**src/design/sstone_pkg.sv**
```systemverilog
/*
  Package for the switch-tuned square wave tone block: register offsets,
  field positions, reset values, timing constants and bus carrier types.
  Assumes a single 200 MHz clock and an Avalon-MM register slave.
*/
package sstone_pkg;

  localparam int          ADDR_W          = 16;
  localparam int          DATA_W          = 32;
  localparam logic [15:0] PORT_DATA_ADDR  = 16'h1700;
  localparam logic [15:0] PORT_DIR_ADDR   = 16'h1701;
  localparam logic [15:0] CTRL_ADDR       = 16'h1704;
  localparam logic [15:0] STAT_ADDR       = 16'h1708;

  localparam logic [7:0]  DIR_RESET       = 8'h00;
  localparam logic [7:0]  DIR_INIT        = 8'h01;
  localparam logic [7:0]  DATA_RESET      = 8'h00;
  localparam logic [7:0]  ALL_ONES        = 8'hFF;
  localparam int          TONE_BIT        = 0;
  localparam int          CNT_W           = 7;

  // loop timing: cycles of the 1 MHz machine clock
  localparam int          MACH_HZ         = 1000000;
  localparam int          SYS_HZ          = 200000000;
  localparam int          HALF_BASE_CYC   = 23;
  localparam int          HALF_STEP_CYC   = 5;
  localparam int          TICK_DIV        = SYS_HZ / MACH_HZ;

  typedef struct packed {
    logic [ADDR_W-1:0] address;
    logic              read;
    logic              write;
    logic [DATA_W-1:0] writedata;
  } sstone_req_t;

  typedef struct packed {
    logic [DATA_W-1:0] readdata;
    logic              waitrequest;
  } sstone_rsp_t;

  typedef enum logic [1:0] {
    ST_RESET = 2'b00,
    ST_INIT  = 2'b01,
    ST_LOOP  = 2'b11
  } sstone_state_t;

endpackage

```
**src/design/sstone_top.sv**
```systemverilog
/*
  Switch-tuned square wave tone generator: an 8-bit port with data and
  direction registers, a tone on bit 0, and a delay count taken from the
  seven switch inputs. Assumes inputs synchronous to clk and a single
  Avalon-MM master; one machine cycle is one 1 MHz tick derived from clk.
*/
// Local design decision: the Avalon-MM interface to the registers.
`timescale 1ns/10ps
`default_nettype none

// Functional notes
// - direction register at 0x1701, bit 1 means output; init writes 0x01.
// - data register at 0x1700 reads live inputs; tone toggle spares pins 1-7.
// - endless loop: toggle tone, sample switches, derive count, wait, repeat.
// - count is complemented port byte shifted right one bit.
// - count spans 0 to 127, from the seven switch inputs only.
// - loop timing counted in 1 MHz machine cycles of one microsecond.
// - full period 46 plus 10 times count; half period 23 plus 5 count.
// - all switches open gives highest tone; all closed gives lowest.
// - pin 1 switch is count lsb, pin 7 switch is count msb.
module sstone_top #(
  parameter int TICK_DIV = sstone_pkg::TICK_DIV
) (
  input  wire logic                 clk,       // 200 MHz
  input  wire logic                 srst,      // sync reset, active high
  input  wire sstone_pkg::sstone_req_t bus_req, // avalon request
  output var  sstone_pkg::sstone_rsp_t bus_rsp, // avalon answer
  input  wire logic [7:0]           port_in,   // pin levels
  output logic      [7:0]           port_out,  // pin drive values
  output logic      [7:0]           port_oe,   // pin enables
  output logic                      tone_output_pin // tone, bit 0 level
);

  function automatic logic [6:0] derive_count(input logic [7:0] pins);
    logic [7:0] inv;
    inv = pins ^ sstone_pkg::ALL_ONES;
    derive_count = inv[7:1];
  endfunction

  function automatic logic [15:0] half_cycles(input logic [6:0] cnt);
    half_cycles = 16'(sstone_pkg::HALF_BASE_CYC)
                + 16'(sstone_pkg::HALF_STEP_CYC) * 16'(cnt);
  endfunction

  sstone_pkg::sstone_state_t state_reg, state_next;
  logic [7:0]  dir_reg, dir_next;
  logic [7:0]  data_reg, data_next;
  logic [7:0]  tick_reg, tick_next;
  logic [15:0] wait_reg, wait_next;
  logic [6:0]  count_reg, count_next;
  logic        run_reg, run_next;
  logic [31:0] rdata_reg, rdata_next;
  logic        ack_reg, ack_next;
  logic        tick;

  assign tick = (tick_reg == 8'(TICK_DIV - 1));

  wire logic        access  = (bus_req.read | bus_req.write) & ~ack_reg;
  wire logic [15:0] addr    = bus_req.address;
  wire logic [7:0]  live_rd = (port_in & ~dir_reg) | (data_reg & dir_reg);

  always_comb begin
    state_next = state_reg;
    dir_next   = dir_reg;
    data_next  = data_reg;
    tick_next  = tick ? 8'h00 : tick_reg + 8'h01;
    wait_next  = wait_reg;
    count_next = count_reg;
    run_next   = run_reg;
    rdata_next = rdata_reg;
    ack_next   = access;
    case (state_reg)
      sstone_pkg::ST_RESET: begin
        if (run_reg) begin
          state_next = sstone_pkg::ST_INIT;
        end
      end
      sstone_pkg::ST_INIT: begin
        dir_next   = sstone_pkg::DIR_INIT;
        wait_next  = 16'h0001;
        state_next = sstone_pkg::ST_LOOP;
      end
      sstone_pkg::ST_LOOP: begin
        if (!run_reg) begin
          state_next = sstone_pkg::ST_RESET;
        end else if (tick) begin
          if (wait_reg == 16'h0001) begin
            // toggle only bit 0; upper bits untouched
            data_next[sstone_pkg::TONE_BIT] = ~data_reg[sstone_pkg::TONE_BIT];
            count_next = derive_count(port_in);
            wait_next  = half_cycles(derive_count(port_in));
          end else begin
            wait_next = wait_reg - 16'h0001;
          end
        end
      end
      default: state_next = sstone_pkg::ST_RESET;
    endcase
    if (access && bus_req.write) begin
      case (addr)
        sstone_pkg::PORT_DATA_ADDR: data_next = bus_req.writedata[7:0];
        sstone_pkg::PORT_DIR_ADDR:  dir_next  = bus_req.writedata[7:0];
        sstone_pkg::CTRL_ADDR:      run_next  = bus_req.writedata[0];
        default: ;
      endcase
    end
    if (access && bus_req.read) begin
      case (addr)
        sstone_pkg::PORT_DATA_ADDR: rdata_next = {24'h000000, live_rd};
        sstone_pkg::PORT_DIR_ADDR:  rdata_next = {24'h000000, dir_reg};
        sstone_pkg::CTRL_ADDR:      rdata_next = {31'h00000000, run_reg};
        sstone_pkg::STAT_ADDR:      rdata_next = {23'h000000, count_reg, state_reg};
        default:                    rdata_next = 32'h00000000;
      endcase
    end
  end

  always_ff @(posedge clk) begin
    if (srst) begin
      state_reg <= sstone_pkg::ST_RESET;
      dir_reg   <= sstone_pkg::DIR_RESET;
      data_reg  <= sstone_pkg::DATA_RESET;
      tick_reg  <= 8'h00;
      wait_reg  <= 16'h0000;
      count_reg <= 7'h00;
      run_reg   <= 1'b1;
      rdata_reg <= 32'h00000000;
      ack_reg   <= 1'b0;
    end else begin
      state_reg <= state_next;
      dir_reg   <= dir_next;
      data_reg  <= data_next;
      tick_reg  <= tick_next;
      wait_reg  <= wait_next;
      count_reg <= count_next;
      run_reg   <= run_next;
      rdata_reg <= rdata_next;
      ack_reg   <= ack_next;
    end
  end

  always_ff @(posedge clk) begin
    if (srst) begin
      port_out        <= 8'h00;
      port_oe         <= 8'h00;
      tone_output_pin <= 1'b0;
      bus_rsp         <= '{readdata: 32'h00000000, waitrequest: 1'b1};
    end else begin
      port_out        <= data_next;
      port_oe         <= dir_next;
      tone_output_pin <= data_next[sstone_pkg::TONE_BIT] & dir_next[sstone_pkg::TONE_BIT];
      bus_rsp         <= '{readdata: rdata_next, waitrequest: ~access};
    end
  end
endmodule

`default_nettype wire

```
**config.mk**
```make
export PLATFORM = sky130hd
export DESIGN_NAME = sstone_top
export DESIGN_NICKNAME = d
export VERILOG_FILES = /design/src/design/sstone_pkg.sv /design/src/design/sstone_top.sv
export SDC_FILE = /design/constraint.sdc
export NUM_CORES = 1
export LEC_CHECK = 0
export ABC_AREA = 1
export BUFFER_PORTS_ARGS = -buffer_cell sky130_fd_sc_hd__buf_2
export CAP_MARGIN = 0
export CORE_MARGIN = 2
export CORE_UTILIZATION = 40
export CTS_CLUSTER_DIAMETER = 60
export DETAILED_ROUTE_END_ITERATION = 12
export SETUP_SLACK_MARGIN = 0.1
export SLEW_MARGIN = 5
export SYNTH_ARGS = -nofsm -noshare
export SYNTH_HDL_FRONTEND = slang
export SYNTH_SLANG_ARGS = --single-unit
```
**constraint.sdc**
```tcl
create_clock -name clk -period 5.03 [get_ports clk]
set_input_delay 0.2515 -clock clk [delete_from_list [all_inputs] [get_ports clk]]
set_output_delay 0.2515 -clock clk [all_outputs]
set_load 0.02 [all_outputs]
```
==> results.cfg <==
[status]
status = finished clean

[sta]
fmax_ghz = 0.471
fin_tns_setup_ns = 0
min_period_over_period = 0.422
slew_headroom = 0.255
fin_skew_ns = 0.0126
hold_viol = 0
setup-violations-final = 0
worstMarginPinSlew_ns = 1.12
finalCriticalPeriod_ns = 2.12
drv_slew = 0
rsz0062_at_grt = no
setup_slack_ns = 2.91

[setup_path]
critPathCaptureType = register
worstSetupPathType = in2reg
worstPathMaxFanout = 29
required_ns = 5.31
cp_data_arrival_time_ns = 2.41
startpoint = bus_req[47]
worstReg2RegStart = wait_reg[1]$_SDFFE_PP0P_
startpoint_type = input port

[floorplanning]
core-area_um2 = 9730
initial_core_util = 0.409
die_x_um = 104
die_y_um = 104
rows = 36
io_pins = 110
dieArea_um2 = 10800

[final_layout]
fill_cells = 1033
largest_reg_flops = 16
final_cell_area_um2 = 4490
multiInputGateArea_um2 = 2370
post-route-util = 0.461
layout_commonest_cell = nand2_1
layout_common_cells = nand2_1, dfxtp_1, buf_2
fin_nets = 702
fin_cells = 759
drive_gt1_frac = 0.192
area_growth_pct = 12.8
antenna_cells_inserted = 0
seq_area_um2 = 1240

[hold_path]
hold_path.class = in2reg
hold_start = port_in[4]

[route]
drc = 0
num_vias = 3654
detail_route.vias_per_cell = 4.81
wl_um = 9320
drt_iter0_drc = 167
drt_pre_antenna_iters = 4
ant_nets = 0
avgRoutedWirePerCell_um = 12.3

[power_and_ir_drop]
powerDensity_nw_per_um2 = 271
ir_worst_vdd_v = 0.000142
p_leak_uw = 0.00212

[placed_design]
dp.cells = 743
placed_cell_area_um2 = 4280
numPortBuffers = 62
dp_hpwl_um = 7130
globalplace.congestion = 0.878
dp_slack_ns = 2.56

[clocking]
cts-root-buf = clkbuf_8
holdBufCountCts = 0
post_cts_resize_count = 0
cts_buffers = 9
cts_setup_buffers = 0
clock_latency_ns = 0.35
cts.sinks = 62
h-tree-depth = 3
cts_tree = built
clkSlewWorstSetupHoldPaths_ns = 0.08
cts_buffer_depth = 2

[synth]
postSynthCellCount = 560
synthFlopType = dfxtp_1
ys_async_sr_fraction = 0
syn_area_um2 = 3980
syn_area_per_cell_um2 = 7.10
synth-seq-area-share = 0.312
synth_edf_count = 0
yosysWarnings = 0
ys_types = 40
ys_ff_latch = 62

[grt]
grt_pass1_vias = 3500
gr-usage-all-layers = 0.181
grt_pass1_wl_um = 16400
antenna_found_initial = 0
grt_max_degree = 47
grt.overflow.total = 0

[job]
drv_cap = 0
cells in the mapped netlist (3+ instances only):
cell	instances	area, um^2
buf_4	27	203
nor3_1	3	15.0
nand2_1	148	556
nor3b_1	4	30.0
a21oi_1	42	210
dfxtp_1	62	1240
nand3_1	56	280
nand3b_1	3	22.5
a211oi_1	8	60.1
a211oi_2	4	50.1
nand2_2	5	31.3
ha_1	19	238
nor2_1	53	199
inv_2	4	15.0
inv_1	46	173
nor2_2	12	75.1
clkbuf_1	4	15.0
nor2_4	3	33.8
xnor2_1	4	35.0
xor2_1	10	87.6
o21ai_0	15	75.1
worst paths after layout:
check,end,slack [ns],cells past startpoint
worst max-delay path,tone_output_pin$_SDFF_PP0_,2.91,8
worst min-delay path,count_reg[3]$_SDFFE_PP0P_,0.11,2
worst max register to register,tone_output_pin$_SDFF_PP0_,3.27,12
worst min register to register,bus_rsp[3]$_SDFFE_PP0P_,0.46,2
final cells by class:
| type | count | area share |
|---|---|---|
| Clock buffer | 9 | 0.0276 |
| Timing Repair Buffer | 62 | 0.0692 |
| Multi-Input combinational cell | 434 | 0.528 |
| Inverter | 52 | 0.0435 |
| Tap cell | 133 | 0.0371 |
| Sequential cell | 62 | 0.277 |
| Clock inverter | 7 | 0.0181 |
report_power, final:
group          internal [uW]  total (uW)  leakage [uW]  switching, uW
sequential               500         509      0.000502           8.93
combinational           83.1         247       0.00152            164
clock                    235         462      0.000100            227
total                    818        1220       0.00212            400
logic make-up (layout without fill, tap and decap cells):
family	Yosys count	count (layout)	share of synthesized area
adder cells (fa/ha/maj)	21	21	0.0699
flip-flops	62	62	0.312
buffers and inverters	86	130	0.113
XOR/XNOR	14	14	0.0308
other	1	23	0.000943
AO/OA/AOI/OAI	76	76	0.115
AND/OR/NAND/NOR	300	300	0.359
per-stage QoR:
| stage | hold WS, ns | power [uW] |
|---|---|---|
| floorplan | 0.346 | 722 |
| global route | 0.107 | 1280 |
| detailed placement | 0.456 | 767 |
| finish | 0.111 | 1220 |
| CTS | 0.0960 | 1220 |
| global placement | 0.432 | 764 |
routing by layer:
metal  global-route usage  part of all wire  vias to the layer above
li1                     -                 -                     1903
met1                0.238              0.48                     1656
met2                0.293              0.45                       77
met3               0.0352             0.041                       18
met4               0.0705             0.023                        0
met5                    0                 0                        -
worst max-delay path, stage by stage:
cell and delay [ns]:
buf_2 0.10, nor2_1 0.10, nand2_1 0.07, nor2_2 0.86, nand4_2 0.58, nand3_1 0.22, nand3_1 0.11, nor2_1 0.12
Note: power is estimated with default switching activity, not from simulation.
